**src/hdl/trip_pkg.sv**
```systemverilog
// Shared constants, types and helpers for the trip unit remote control block
package trip_pkg;

  // ==========================================================================
  // Clock and serial timing
  localparam int          CLK_HZ           = 125_000_000;
  localparam int          BAUD_A           = 9600;
  localparam int          BAUD_B           = 19200;
  localparam int          BAUD_C           = 38400;
  localparam int          BAUD_D           = 57600;
  localparam logic [15:0] DIV_A            = 16'(CLK_HZ / BAUD_A);
  localparam logic [15:0] DIV_B            = 16'(CLK_HZ / BAUD_B);
  localparam logic [15:0] DIV_C            = 16'(CLK_HZ / BAUD_C);
  localparam logic [15:0] DIV_D            = 16'(CLK_HZ / BAUD_D);
  localparam logic [1:0]  BAUD_SEL_A       = 2'h0;
  localparam logic [1:0]  BAUD_SEL_B       = 2'h1;
  localparam logic [1:0]  BAUD_SEL_C       = 2'h2;
  localparam logic [1:0]  BAUD_SEL_D       = 2'h3;
  localparam logic [1:0]  PAR_NONE         = 2'h0;
  localparam logic [1:0]  PAR_EVEN         = 2'h1;
  localparam logic [1:0]  PAR_ODD          = 2'h2;
  localparam logic [3:0]  CHAR_BITS        = 4'hb;
  localparam logic [5:0]  SILENCE_BITS     = 6'h27;

  // ==========================================================================
  // Reply delay
  localparam int          REPLY_SHORT_MS   = 5;
  localparam int          REPLY_LONG_MS    = 10;
  localparam int          REPLY_SHORT_CYC  = CLK_HZ / 1000 * REPLY_SHORT_MS;
  localparam int          REPLY_LONG_CYC   = CLK_HZ / 1000 * REPLY_LONG_MS;

  // ==========================================================================
  // Frame layout and protocol codes
  localparam logic [3:0]  FRAME_BYTES      = 4'h8;
  localparam logic [3:0]  ECHO_LEN         = 4'h6;
  localparam logic [3:0]  EXC_LEN          = 4'h3;
  localparam logic [7:0]  FC_WRITE_REG     = 8'h06;
  localparam logic [7:0]  FC_EXC_FLAG      = 8'h80;
  localparam logic [7:0]  EXC_DENIED       = 8'h01;
  localparam logic [7:0]  EXC_BAD_ADDR     = 8'h02;
  localparam logic [7:0]  SLAVE_ADDR_MIN   = 8'h01;
  localparam logic [7:0]  SLAVE_ADDR_MAX   = 8'hf7;
  localparam logic [15:0] CRC_INIT         = 16'hffff;
  localparam logic [15:0] CRC_POLY         = 16'ha001;

  // ==========================================================================
  // Holding register map
  localparam logic [15:0] REG_FORCED_TRIP  = 16'h0000;
  localparam logic [15:0] REG_REMOTE_ARC   = 16'h0001;
  localparam logic [15:0] REG_TRIP_SEL     = 16'h0002;
  localparam logic [15:0] REG_CT_RATING    = 16'h0003;
  localparam logic [15:0] REG_SAVE         = 16'h0004;

  // ==========================================================================
  // Trip sources
  localparam int          NUM_SRC          = 5;
  localparam int          SRC_FAST_INST    = 0;
  localparam int          SRC_FAST_GF      = 1;
  localparam logic [4:0]  TRIP_SEL_RESET   = 5'h00;

  // Link states, Gray coded along idle, wait, send
  typedef enum logic [1:0] {
    ST_IDLE = 2'h0,
    ST_WAIT = 2'h1,
    ST_SEND = 2'h3
  } link_state_e;

  // One byte step of the reflected CRC-16
  function automatic logic [15:0] crc16_byte(input logic [15:0] crc, input logic [7:0] data);
    logic [15:0] c;
    c = crc ^ {8'h00, data};
    for (int i = 0; i < 8; i++) begin
      c = c[0] ? ((c >> 1) ^ CRC_POLY) : (c >> 1);
    end
    return c;
  endfunction : crc16_byte

endpackage : trip_pkg

```
**src/hdl/serial_byte_rx.sv**
```systemverilog
// Serial character receiver with pin synchroniser and parity check
module serial_byte_rx (
  input  wire logic        i_clk,
  input  wire logic        i_reset_n,
  input  wire logic        i_rxd,
  input  wire logic        i_enable,
  input  wire logic [15:0] i_div,
  input  wire logic [1:0]  i_parity_sel,
  output logic [7:0]       o_byte,
  output logic             o_byte_valid,
  output logic             o_byte_err
);

  logic        rxd_meta_r;
  logic        rxd_r;
  logic        active_r;
  logic [15:0] cnt_r;
  logic [3:0]  bit_idx_r;
  logic        par_r;
  logic        par_en;
  logic        par_exp;

  assign par_en  = (i_parity_sel == trip_pkg::PAR_EVEN) || (i_parity_sel == trip_pkg::PAR_ODD);
  assign par_exp = (i_parity_sel == trip_pkg::PAR_ODD) ? ~^o_byte : ^o_byte;

  // ==========================================================================
  // Pin synchroniser
  always_ff @(posedge i_clk or negedge i_reset_n) begin
    if (!i_reset_n) begin
      rxd_meta_r <= 1'b1;
      rxd_r      <= 1'b1;
    end else begin
      rxd_meta_r <= i_rxd;
      rxd_r      <= rxd_meta_r;
    end
  end

  // ==========================================================================
  // Bit sampler, mid-bit after start edge
  always_ff @(posedge i_clk or negedge i_reset_n) begin
    if (!i_reset_n) begin
      active_r     <= 1'b0;
      cnt_r        <= 16'h0000;
      bit_idx_r    <= 4'h0;
      par_r        <= 1'b0;
      o_byte       <= 8'h00;
      o_byte_valid <= 1'b0;
      o_byte_err   <= 1'b0;
    end else begin
      o_byte_valid <= 1'b0;
      if (!i_enable) begin
        active_r <= 1'b0;
      end else if (!active_r) begin
        if (!rxd_r) begin
          active_r  <= 1'b1;
          cnt_r     <= i_div >> 1;
          bit_idx_r <= 4'h0;
        end
      end else if (cnt_r != 16'h0000) begin
        cnt_r <= cnt_r - 16'h0001;
      end else begin
        cnt_r     <= i_div - 16'h0001;
        bit_idx_r <= bit_idx_r + 4'h1;
        if (bit_idx_r == 4'h0) begin
          active_r <= ~rxd_r; // False start is dropped
        end else if (bit_idx_r <= 4'h8) begin
          o_byte <= {rxd_r, o_byte[7:1]};
        end else if (bit_idx_r == 4'h9 && par_en) begin
          par_r <= rxd_r;
        end else begin
          // Stop bit: report byte, flag framing or parity fault
          active_r     <= 1'b0;
          o_byte_valid <= 1'b1;
          o_byte_err   <= ~rxd_r | (par_en & (par_r != par_exp));
        end
      end
    end
  end

endmodule : serial_byte_rx

```
**src/hdl/trip_unit_remote_control.sv**
```systemverilog
// Serial slave, remote permissives, arc reduction and segregated trip selection
//
// Function
// - Slave address 1 to 247, unique per pair
// - Reply waits at least 5 or 10 ms
// - Serial port idle unless comms enabled
// - Baud and parity selectable, match master
// - Remote forced trip needs local permissive
// - Network setting changes need settings permissive
// - CT rating never writable over network
// - Remote arc reduction on needs permissive
// - Arc mode on if local or remote
// - Arc mode enables both fast trip functions
// - Indication output follows arc mode
// - Per-source selection gates segregated trip relay
// - Save writes edited settings to memory
module trip_unit_remote_control #(
  parameter int REPLY_SHORT_CYCLES = trip_pkg::REPLY_SHORT_CYC,
  parameter int REPLY_LONG_CYCLES  = trip_pkg::REPLY_LONG_CYC
) (
  input  wire logic       I_CLK,
  input  wire logic       I_RESET_N,
  input  wire logic       I_RXD,
  input  wire logic       I_COMM_EN,
  input  wire logic [7:0] I_SLAVE_ADDR,
  input  wire logic [1:0] I_BAUD_SEL,
  input  wire logic [1:0] I_PARITY_SEL,
  input  wire logic       I_REPLY_DELAY_LONG,
  input  wire logic       I_FORCED_TRIP_PERMIT,
  input  wire logic       I_SETTINGS_PERMIT,
  input  wire logic       I_REMOTE_ARC_REDUCTION_PERMIT,
  input  wire logic       I_LOCAL_ARC_SWITCH,
  input  wire logic [4:0] I_TRIP_REQ,
  input  wire logic       I_LOCAL_SEL_WE,
  input  wire logic [4:0] I_LOCAL_SEL,
  input  wire logic       I_LOCAL_SAVE,
  output logic            O_TXD,
  output logic            O_TX_EN,
  output logic            O_FORCED_TRIP,
  output logic            O_ARC_ACTIVE,
  output logic            O_FAST_INSTANTANEOUS_TRIP_EN,
  output logic            O_FAST_GROUND_FAULT_TRIP_EN,
  output logic            O_SEGREGATED_TRIP_RELAY,
  output logic [4:0]      O_TRIP_SEL,
  output logic            O_NVM_WRITE,
  output logic [4:0]      O_NVM_DATA
);

  logic [15:0]           div;
  logic [15:0]           tick_cnt_r;
  logic                  bit_tick_r;
  logic [7:0]            rx_byte;
  logic                  rx_valid;
  logic                  rx_err;
  logic [5:0]            idle_bits_r;
  logic [7:0]            rx_buf_r [6];
  logic [3:0]            rx_cnt_r;
  logic [15:0]           rx_crc_r;
  logic                  rx_bad_r;
  logic                  frame_end;
  logic                  frame_ok;
  logic [15:0]           reg_addr;
  logic [15:0]           reg_val;
  logic                  accept;
  logic                  deny;
  trip_pkg::link_state_e state_r;
  logic [23:0]           delay_r;
  logic [7:0]            tx_buf_r [6];
  logic [3:0]            tx_len_r;
  logic [3:0]            tx_idx_r;
  logic [15:0]           tx_crc_r;
  logic [10:0]           tx_shift_r;
  logic [3:0]            tx_bits_r;
  logic                  tx_active_r;
  logic [7:0]            tx_byte;
  logic                  tx_par;
  logic                  arc_sw_meta_r;
  logic                  arc_sw_r;
  logic                  remote_arc_r;
  logic [4:0]            trip_sel_r;
  logic [4:0]            src_fire;

  // ==========================================================================
  // Bit period per baud selection
  always_comb begin
    unique case (I_BAUD_SEL)
      trip_pkg::BAUD_SEL_A: div = trip_pkg::DIV_A;
      trip_pkg::BAUD_SEL_B: div = trip_pkg::DIV_B;
      trip_pkg::BAUD_SEL_C: div = trip_pkg::DIV_C;
      trip_pkg::BAUD_SEL_D: div = trip_pkg::DIV_D;
    endcase
  end

  // Free-running bit-rate enable
  always_ff @(posedge I_CLK or negedge I_RESET_N) begin
    if (!I_RESET_N) begin
      tick_cnt_r <= 16'h0000;
      bit_tick_r <= 1'b0;
    end else begin
      bit_tick_r <= (tick_cnt_r >= div - 16'h0001);
      tick_cnt_r <= (tick_cnt_r >= div - 16'h0001) ? 16'h0000 : tick_cnt_r + 16'h0001;
    end
  end

  // ==========================================================================
  // Receiver
  serial_byte_rx u_rx (
    .i_clk        (I_CLK),
    .i_reset_n    (I_RESET_N),
    .i_rxd        (I_RXD),
    .i_enable     (I_COMM_EN),
    .i_div        (div),
    .i_parity_sel (I_PARITY_SEL),
    .o_byte       (rx_byte),
    .o_byte_valid (rx_valid),
    .o_byte_err   (rx_err)
  );

  // Line silence closes the frame
  assign frame_end = bit_tick_r && (idle_bits_r == trip_pkg::SILENCE_BITS - 6'h01)
                     && (rx_cnt_r != 4'h0);

  always_ff @(posedge I_CLK or negedge I_RESET_N) begin
    if (!I_RESET_N) begin
      idle_bits_r <= 6'h00;
    end else if (rx_valid) begin
      idle_bits_r <= 6'h00;
    end else if (bit_tick_r && idle_bits_r != trip_pkg::SILENCE_BITS) begin
      idle_bits_r <= idle_bits_r + 6'h01;
    end
  end

  // Frame capture, running check
  always_ff @(posedge I_CLK or negedge I_RESET_N) begin
    if (!I_RESET_N) begin
      rx_cnt_r <= 4'h0;
      rx_crc_r <= trip_pkg::CRC_INIT;
      rx_bad_r <= 1'b0;
      for (int i = 0; i < 6; i++) begin
        rx_buf_r[i] <= 8'h00;
      end
    end else if (!I_COMM_EN || frame_end || state_r != trip_pkg::ST_IDLE) begin
      rx_cnt_r <= 4'h0;
      rx_crc_r <= trip_pkg::CRC_INIT;
      rx_bad_r <= 1'b0;
    end else if (rx_valid) begin
      if (rx_cnt_r < 4'h6) begin
        rx_buf_r[rx_cnt_r[2:0]] <= rx_byte;
      end
      rx_cnt_r <= (rx_cnt_r > trip_pkg::FRAME_BYTES) ? rx_cnt_r : rx_cnt_r + 4'h1;
      rx_crc_r <= trip_pkg::crc16_byte(rx_crc_r, rx_byte);
      rx_bad_r <= rx_bad_r | rx_err;
    end
  end

  // ==========================================================================
  // Request decode and permissive gating
  assign reg_addr = {rx_buf_r[2], rx_buf_r[3]};
  assign reg_val  = {rx_buf_r[4], rx_buf_r[5]};
  assign frame_ok = frame_end && I_COMM_EN && state_r == trip_pkg::ST_IDLE
                    && rx_cnt_r == trip_pkg::FRAME_BYTES && rx_crc_r == 16'h0000
                    && !rx_bad_r && rx_buf_r[0] == I_SLAVE_ADDR
                    && I_SLAVE_ADDR >= trip_pkg::SLAVE_ADDR_MIN
                    && I_SLAVE_ADDR <= trip_pkg::SLAVE_ADDR_MAX
                    && rx_buf_r[1] == trip_pkg::FC_WRITE_REG;

  always_comb begin
    accept = 1'b0;
    deny   = 1'b0;
    unique case (reg_addr)
      trip_pkg::REG_FORCED_TRIP: begin
        accept = I_FORCED_TRIP_PERMIT;
        deny   = ~I_FORCED_TRIP_PERMIT;
      end
      trip_pkg::REG_REMOTE_ARC: begin
        accept = (reg_val == 16'h0000) || I_REMOTE_ARC_REDUCTION_PERMIT;
        deny   = (reg_val != 16'h0000) && !I_REMOTE_ARC_REDUCTION_PERMIT;
      end
      trip_pkg::REG_TRIP_SEL, trip_pkg::REG_SAVE: begin
        accept = I_SETTINGS_PERMIT;
        deny   = ~I_SETTINGS_PERMIT;
      end
      trip_pkg::REG_CT_RATING: deny = 1'b1;
      default: deny = 1'b0;
    endcase
  end

  // ==========================================================================
  // Reply sequencer: delay, then send with check
  assign tx_byte = (tx_idx_r < tx_len_r) ? tx_buf_r[tx_idx_r[2:0]]
                 : (tx_idx_r == tx_len_r) ? tx_crc_r[7:0] : tx_crc_r[15:8];
  assign tx_par  = (I_PARITY_SEL == trip_pkg::PAR_EVEN) ? ^tx_byte
                 : (I_PARITY_SEL == trip_pkg::PAR_ODD) ? ~^tx_byte : 1'b1;

  always_ff @(posedge I_CLK or negedge I_RESET_N) begin
    if (!I_RESET_N) begin
      state_r     <= trip_pkg::ST_IDLE;
      delay_r     <= 24'h00_0000;
      tx_len_r    <= 4'h0;
      tx_idx_r    <= 4'h0;
      tx_crc_r    <= trip_pkg::CRC_INIT;
      tx_shift_r  <= 11'h7ff;
      tx_bits_r   <= 4'h0;
      tx_active_r <= 1'b0;
      O_TXD       <= 1'b1;
      O_TX_EN     <= 1'b0;
      for (int i = 0; i < 6; i++) begin
        tx_buf_r[i] <= 8'h00;
      end
    end else if (!I_COMM_EN) begin
      state_r     <= trip_pkg::ST_IDLE;
      tx_active_r <= 1'b0;
      O_TXD       <= 1'b1;
      O_TX_EN     <= 1'b0;
    end else begin
      unique case (state_r)
        trip_pkg::ST_IDLE: begin
          if (frame_ok) begin
            state_r <= trip_pkg::ST_WAIT;
            delay_r <= I_REPLY_DELAY_LONG ? 24'(REPLY_LONG_CYCLES - 1)
                                          : 24'(REPLY_SHORT_CYCLES - 1);
            if (accept) begin
              tx_len_r <= trip_pkg::ECHO_LEN;
              for (int i = 0; i < 6; i++) begin
                tx_buf_r[i] <= rx_buf_r[i];
              end
            end else begin
              tx_len_r    <= trip_pkg::EXC_LEN;
              tx_buf_r[0] <= rx_buf_r[0];
              tx_buf_r[1] <= rx_buf_r[1] | trip_pkg::FC_EXC_FLAG;
              tx_buf_r[2] <= deny ? trip_pkg::EXC_DENIED : trip_pkg::EXC_BAD_ADDR;
            end
          end
        end
        trip_pkg::ST_WAIT: begin
          if (delay_r == 24'h00_0000) begin
            state_r  <= trip_pkg::ST_SEND;
            tx_idx_r <= 4'h0;
            tx_crc_r <= trip_pkg::CRC_INIT;
            O_TX_EN  <= 1'b1;
          end else begin
            delay_r <= delay_r - 24'h00_0001;
          end
        end
        trip_pkg::ST_SEND: begin
          if (!tx_active_r) begin
            if (tx_idx_r == tx_len_r + 4'h2) begin
              state_r <= trip_pkg::ST_IDLE;
              O_TX_EN <= 1'b0;
            end else begin
              // Start, eight data bits, parity or stop, stop
              tx_shift_r  <= {1'b1, tx_par, tx_byte, 1'b0};
              tx_bits_r   <= trip_pkg::CHAR_BITS;
              tx_active_r <= 1'b1;
              tx_idx_r    <= tx_idx_r + 4'h1;
              if (tx_idx_r < tx_len_r) begin
                tx_crc_r <= trip_pkg::crc16_byte(tx_crc_r, tx_byte);
              end
            end
          end else if (bit_tick_r) begin
            if (tx_bits_r != 4'h0) begin
              O_TXD      <= tx_shift_r[0];
              tx_shift_r <= {1'b1, tx_shift_r[10:1]};
              tx_bits_r  <= tx_bits_r - 4'h1;
            end else begin
              tx_active_r <= 1'b0;
            end
          end
        end
      endcase
    end
  end

  // ==========================================================================
  // Remote commands, settings and save
  always_ff @(posedge I_CLK or negedge I_RESET_N) begin
    if (!I_RESET_N) begin
      O_FORCED_TRIP <= 1'b0;
      remote_arc_r  <= 1'b0;
      trip_sel_r    <= trip_pkg::TRIP_SEL_RESET;
      O_NVM_WRITE   <= 1'b0;
      O_NVM_DATA    <= trip_pkg::TRIP_SEL_RESET;
    end else begin
      O_FORCED_TRIP <= frame_ok && accept && reg_addr == trip_pkg::REG_FORCED_TRIP
                       && reg_val != 16'h0000;
      if (frame_ok && accept && reg_addr == trip_pkg::REG_REMOTE_ARC) begin
        remote_arc_r <= (reg_val != 16'h0000);
      end
      if (I_LOCAL_SEL_WE) begin
        trip_sel_r <= I_LOCAL_SEL;
      end else if (frame_ok && accept && reg_addr == trip_pkg::REG_TRIP_SEL) begin
        trip_sel_r <= reg_val[4:0];
      end
      O_NVM_WRITE <= I_LOCAL_SAVE || (frame_ok && accept && reg_addr == trip_pkg::REG_SAVE);
      if (I_LOCAL_SAVE || (frame_ok && accept && reg_addr == trip_pkg::REG_SAVE)) begin
        O_NVM_DATA <= trip_sel_r;
      end
    end
  end

  // ==========================================================================
  // Arc reduction mode and indication
  always_ff @(posedge I_CLK or negedge I_RESET_N) begin
    if (!I_RESET_N) begin
      arc_sw_meta_r                <= 1'b0;
      arc_sw_r                     <= 1'b0;
      O_ARC_ACTIVE                 <= 1'b0;
      O_FAST_INSTANTANEOUS_TRIP_EN <= 1'b0;
      O_FAST_GROUND_FAULT_TRIP_EN  <= 1'b0;
    end else begin
      arc_sw_meta_r                <= I_LOCAL_ARC_SWITCH;
      arc_sw_r                     <= arc_sw_meta_r;
      O_ARC_ACTIVE                 <= arc_sw_r | remote_arc_r;
      O_FAST_INSTANTANEOUS_TRIP_EN <= arc_sw_r | remote_arc_r;
      O_FAST_GROUND_FAULT_TRIP_EN  <= arc_sw_r | remote_arc_r;
    end
  end

  // ==========================================================================
  // Per-source relay gating
  for (genvar g = 0; g < trip_pkg::NUM_SRC; g++) begin : g_src
    if (g == trip_pkg::SRC_FAST_INST || g == trip_pkg::SRC_FAST_GF) begin : g_fast
      assign src_fire[g] = I_TRIP_REQ[g] & trip_sel_r[g] & O_ARC_ACTIVE;
    end else begin : g_plain
      assign src_fire[g] = I_TRIP_REQ[g] & trip_sel_r[g];
    end
  end

  always_ff @(posedge I_CLK or negedge I_RESET_N) begin
    if (!I_RESET_N) begin
      O_SEGREGATED_TRIP_RELAY <= 1'b0;
      O_TRIP_SEL              <= trip_pkg::TRIP_SEL_RESET;
    end else begin
      O_SEGREGATED_TRIP_RELAY <= |src_fire;
      O_TRIP_SEL              <= trip_sel_r;
    end
  end

endmodule : trip_unit_remote_control

```
**config.mk**
```make
export PLATFORM = sky130hd
export DESIGN_NAME = trip_unit_remote_control
export DESIGN_NICKNAME = d
export VERILOG_FILES = /design/src/hdl/trip_pkg.sv /design/src/hdl/serial_byte_rx.sv /design/src/hdl/trip_unit_remote_control.sv
export SDC_FILE = /design/constraint.sdc
export NUM_CORES = 1
export LEC_CHECK = 0
export ABC_AREA = 0
export ABC_CLOCK_PERIOD_IN_PS = 4800
export BUFFER_PORTS_ARGS = -buffer_cell sky130_fd_sc_hd__buf_4
export CAP_MARGIN = 25
export CORE_MARGIN = 4
export CORE_UTILIZATION = 67
export CTS_CLUSTER_DIAMETER = 50
export CTS_CLUSTER_SIZE = 14
export DETAILED_ROUTE_END_ITERATION = 8
export GPL_ROUTABILITY_DRIVEN = 1
export PLACE_DENSITY = 0.86
export SLEW_MARGIN = 20
export SYNTH_ARGS = -nofsm -noshare
export SYNTH_HDL_FRONTEND = slang
export SYNTH_SLANG_ARGS = --single-unit
```
**constraint.sdc**
```tcl
create_clock -name I_CLK -period 4.8 [get_ports I_CLK]
set_clock_uncertainty 0.2 [all_clocks]
set_input_delay 0.48 -clock I_CLK [delete_from_list [all_inputs] [get_ports I_CLK]]
set_output_delay 0.48 -clock I_CLK [all_outputs]
set_load 0.05 [all_outputs]
```
==> results.cfg <==
[run_status]
status = complete, no violations

[die]
start_util_pct = 68.80
die_h_um = 150.3
rows = 51
io_pins = 51
die-area_um2 = 22590
fp.coreArea_um2 = 19720
die_x_um = 150.3

[global_routing]
grt_max_degree = 139
grt_overflow_total = 0
grt_pass1_wl_um = 49930
grt_pass1_vias = 9963
grt_usage_pct = 27.19
antenna_found_initial = 0

[timing]
hold_violations = 0
slew_headroom_pct = 31.01
fmax_mhz = 258.2
grt_setup_unrepaired = no
fin_crit_sh_pct = 80.68
period_needed_ps = 3873
setup_tns_ps = 0
setup_viol = 0
setup_slack_ps = 927.4
tightestPinTransition_ps = 1021
finalMaxSlewViolations = 0

[routing]
avgViaCountPerCell = 6.128
finalWirelength_um = 30060
firstDrtPassIters = 5
antenna_left = 0
vias = 9847
wl_per_cell_um = 18.70
drt-initial-drc-count = 910
drc = 0

[critical_path]
worstReg2RegEnd = tx_crc_r[0]
arrival_ps = 4140
worst-path-buf-inv = 0
cpPeakStageDelay_ps = 600
required_ps = 5070
cpMaxStageDelayCell = dfrtp_1
cp_common_cell = xnor2_2
cp-endpoint = tx_crc_r[0]
crit_family = XOR/XNOR gates
r2r_slack_ps = 930
critPathCaptureType = flip-flop
cp.depth = 10
critPathKind = flip-flop to flip-flop
critPathLaunchType = flip-flop
reg2reg_depth = 10
timing.rr.start = tx_idx_r[1]
critPathMaxFanout = 17
path_cells = ha_1 -> nand4b_1 -> mux2i_1 -> mux2i_4 -> xor2_1 -> xnor2_2 -> xnor2_1 -> xnor2_2 -> xnor3_1 -> o22a_1
crit_start = tx_idx_r[1]

[synthesis]
synthArstFlopShare_pct = 100.0
syn_nets = 1349
syn_area_um2 = 13570
ys_ff_latch = 262
syn_avg_cell_area_um2 = 10.65
synth_warnings = 0
yosysSeqAreaShare_pct = 48.75
synthCells = 1274
synthFlopType = dfrtp_1
ys_types = 85
synth-edff-count = 0

[cells_and_area]
postLayoutCoreUtil_pct = 76.59
final_cell_mix = 217 x dfrtp_1, 131 x nand2_1, 99 x nor2_1, 72 x mux2_2, 67 x xnor2_1
regArea_um2 = 6613
antenna_cells = 0
fillers = 1211
syn2layout_area_growth_pct = 11.33
drive_above_1_share_pct = 20.12
final_common_cell = dfrtp_1
multi_input_area_um2 = 6546
final_net_count = 1395

[place]
numPortBuffers = 50
routabilityCongestion = 0.9152
dp_slack_ps = 907.5
post-dp-hpwl_um = 20090

[cts]
tritoncts = done
path_clk_slew_ps = 60
ctsHoldBuffers = 4
clock_latency_ps = 560
cts_buffers = 28
clockBufferDepth = 3
cts-root-buf = clkbuf_16
clock-sinks = 262
cts_resized = 0
post_cts_buffers = 0
h-tree-depth = 1

[hold_path]
hold_path.class = input pin to flip-flop
min_from = I_TRIP_REQ[3]

[power]
switching_share_pct = 26.09
p_per_area_nw_per_um2 = 320.5
p_clk_share_pct = 43.0
internal_power_w = 0.003578
power.leakage_nw = 6.987
p_seq_share_pct = 48.9
power_frac_comb_pct = 8.1
ir_drop_mv = 0.3038
p_sw_w = 0.001263

[run]
maxCapViolations = 0
-- registers in the layout, summed over array words and instances (netlist names), 6 cells and up --
name         flops
reg_addr        16
tick_cnt_r      16
rx_crc_r        16
u_rx.o_byte      8
tx_shift_r      10
reg_val         16
idle_bits_r      6
u_rx.cnt_r      16
delay_r         24
tx_buf_r        48
rx_buf_r        16
tx_crc_r        16
-- routing by layer --
layer	global-route usage [%]	vias to the layer above	routed length (um)
li1	-	4549	-
met2	44.90	332	14800
met4	7.868	0	761
met1	37.32	4893	12660
met3	4.816	73	1825
met5	0	-	0
-- per-stage QoR --
| stage | total power [W] | std cells | hold slack, ps | instance area, um^2 |
|---|---|---|---|---|
| 5_1_grt | 0.005018 | 1607 | 48.22 | 15100 |
| 4_1_cts | 0.004860 | 1606 | 18.49 | 15090 |
| 6_report | 0.004841 | 1607 | 36.09 | 15100 |
| 3_5_place_dp | 0.002789 | 1550 | 149.7 | 14150 |
| 2_1_floorplan | 0.002634 | 1274 | -15.59 | 13570 |
| 3_3_place_gp | 0.002772 | 1550 | 132.3 | 14150 |
-- cells in the mapped netlist, types with 3 or more instances --
master | count | area [um^2]
a21oi_1 | 58 | 290.3
clkbuf_1 | 35 | 131.4
nor3_1 | 30 | 150.1
nand2b_1 | 13 | 81.33
o21ai_2 | 3 | 26.28
and2_1 | 15 | 93.84
mux2i_4 | 4 | 90.09
nor2b_1 | 12 | 75.07
a31oi_1 | 4 | 25.02
buf_4 | 3 | 22.52
dfrtp_1 | 217 | 5430
a22o_1 | 3 | 26.28
nand3_1 | 27 | 135.1
xor2_1 | 34 | 297.8
or4_1 | 3 | 22.52
nand2_1 | 131 | 491.7
nor4_1 | 19 | 118.9
or2_2 | 4 | 25.02
xnor2_1 | 67 | 586.8
nand4b_1 | 4 | 35.03
or3_1 | 9 | 56.30
and3_1 | 11 | 68.82
a21o_1 | 16 | 120.1
o22ai_1 | 3 | 18.77
dfstp_2 | 45 | 1182
o21ai_1 | 14 | 70.07
xnor2_2 | 4 | 65.06
o22a_1 | 15 | 131.4
nor2_1 | 99 | 371.6
buf_2 | 9 | 45.04
ha_1 | 42 | 525.5
mux2i_1 | 43 | 430.4
inv_1 | 37 | 138.9
nand4_1 | 18 | 112.6
nor3b_1 | 6 | 45.04
mux4_2 | 8 | 180.2
buf_6 | 3 | 33.78
mux2_1 | 8 | 90.09
mux2_2 | 72 | 810.8
buf_1 | 4 | 15.01
a211oi_1 | 3 | 22.52
o21ai_0 | 63 | 315.3
-- power groups by stage --
stage	sequential, W	clock, W	combinational, W
after CTS	0.00237	0.00210	0.000395
after detailed placement	0.00240	0	0.000387
after global placement	0.00240	0	0.000373
after floorplan	0.00242	0	0.000214
final	0.00237	0.00208	0.000393
after global routing	0.00238	0.00220	0.000443
-- how the worst min path moves through the flow --
stage               cells past startpoint                           to  slack, ps
floorplan                               0  O_FAST_GROUND_FAULT_TRIP_EN        -20
global placement                        0                     arc_sw_r        130
detailed placement                      0                     arc_sw_r        150
CTS                                     3      O_SEGREGATED_TRIP_RELAY         20
global route                            3      O_SEGREGATED_TRIP_RELAY         50
finish                                  3      O_SEGREGATED_TRIP_RELAY         40
-- layout make-up --
class / instances / share of cell area, %
clock inverter: 14 / 0.9528
clock buffer: 38 / 5.021
timing repair buffer: 71 / 3.728
inverter: 39 / 0.9693
multi-input combinational: 918 / 43.35
sequential: 262 / 43.79
tap: 265 / 2.196
-- cells by family after synthesis --
kind of cell / count (synthesis) / share of synthesized area (%)
muxes: 137 / 12.01
DFF: 262 / 48.75
AOI/OAI and AO/OA: 210 / 9.639
adders and majority gates: 42 / 3.874
xor gates and xnor gates: 107 / 7.286
and+or+nand+nor: 421 / 15.40
other: 1 / 0.02764
buffers and inverters: 94 / 3.016
-- worst register-to-register path: stages (launching register included) --
cell and delay [ps]:
dfrtp_1 600, ha_1 450, nand4b_1 510, mux2i_1 440, mux2i_4 130, xor2_1 310
xnor2_2 140, xnor2_1 300, xnor2_2 200, xnor3_1 350, o22a_1 180
Power figures use the tool's default switching activity.
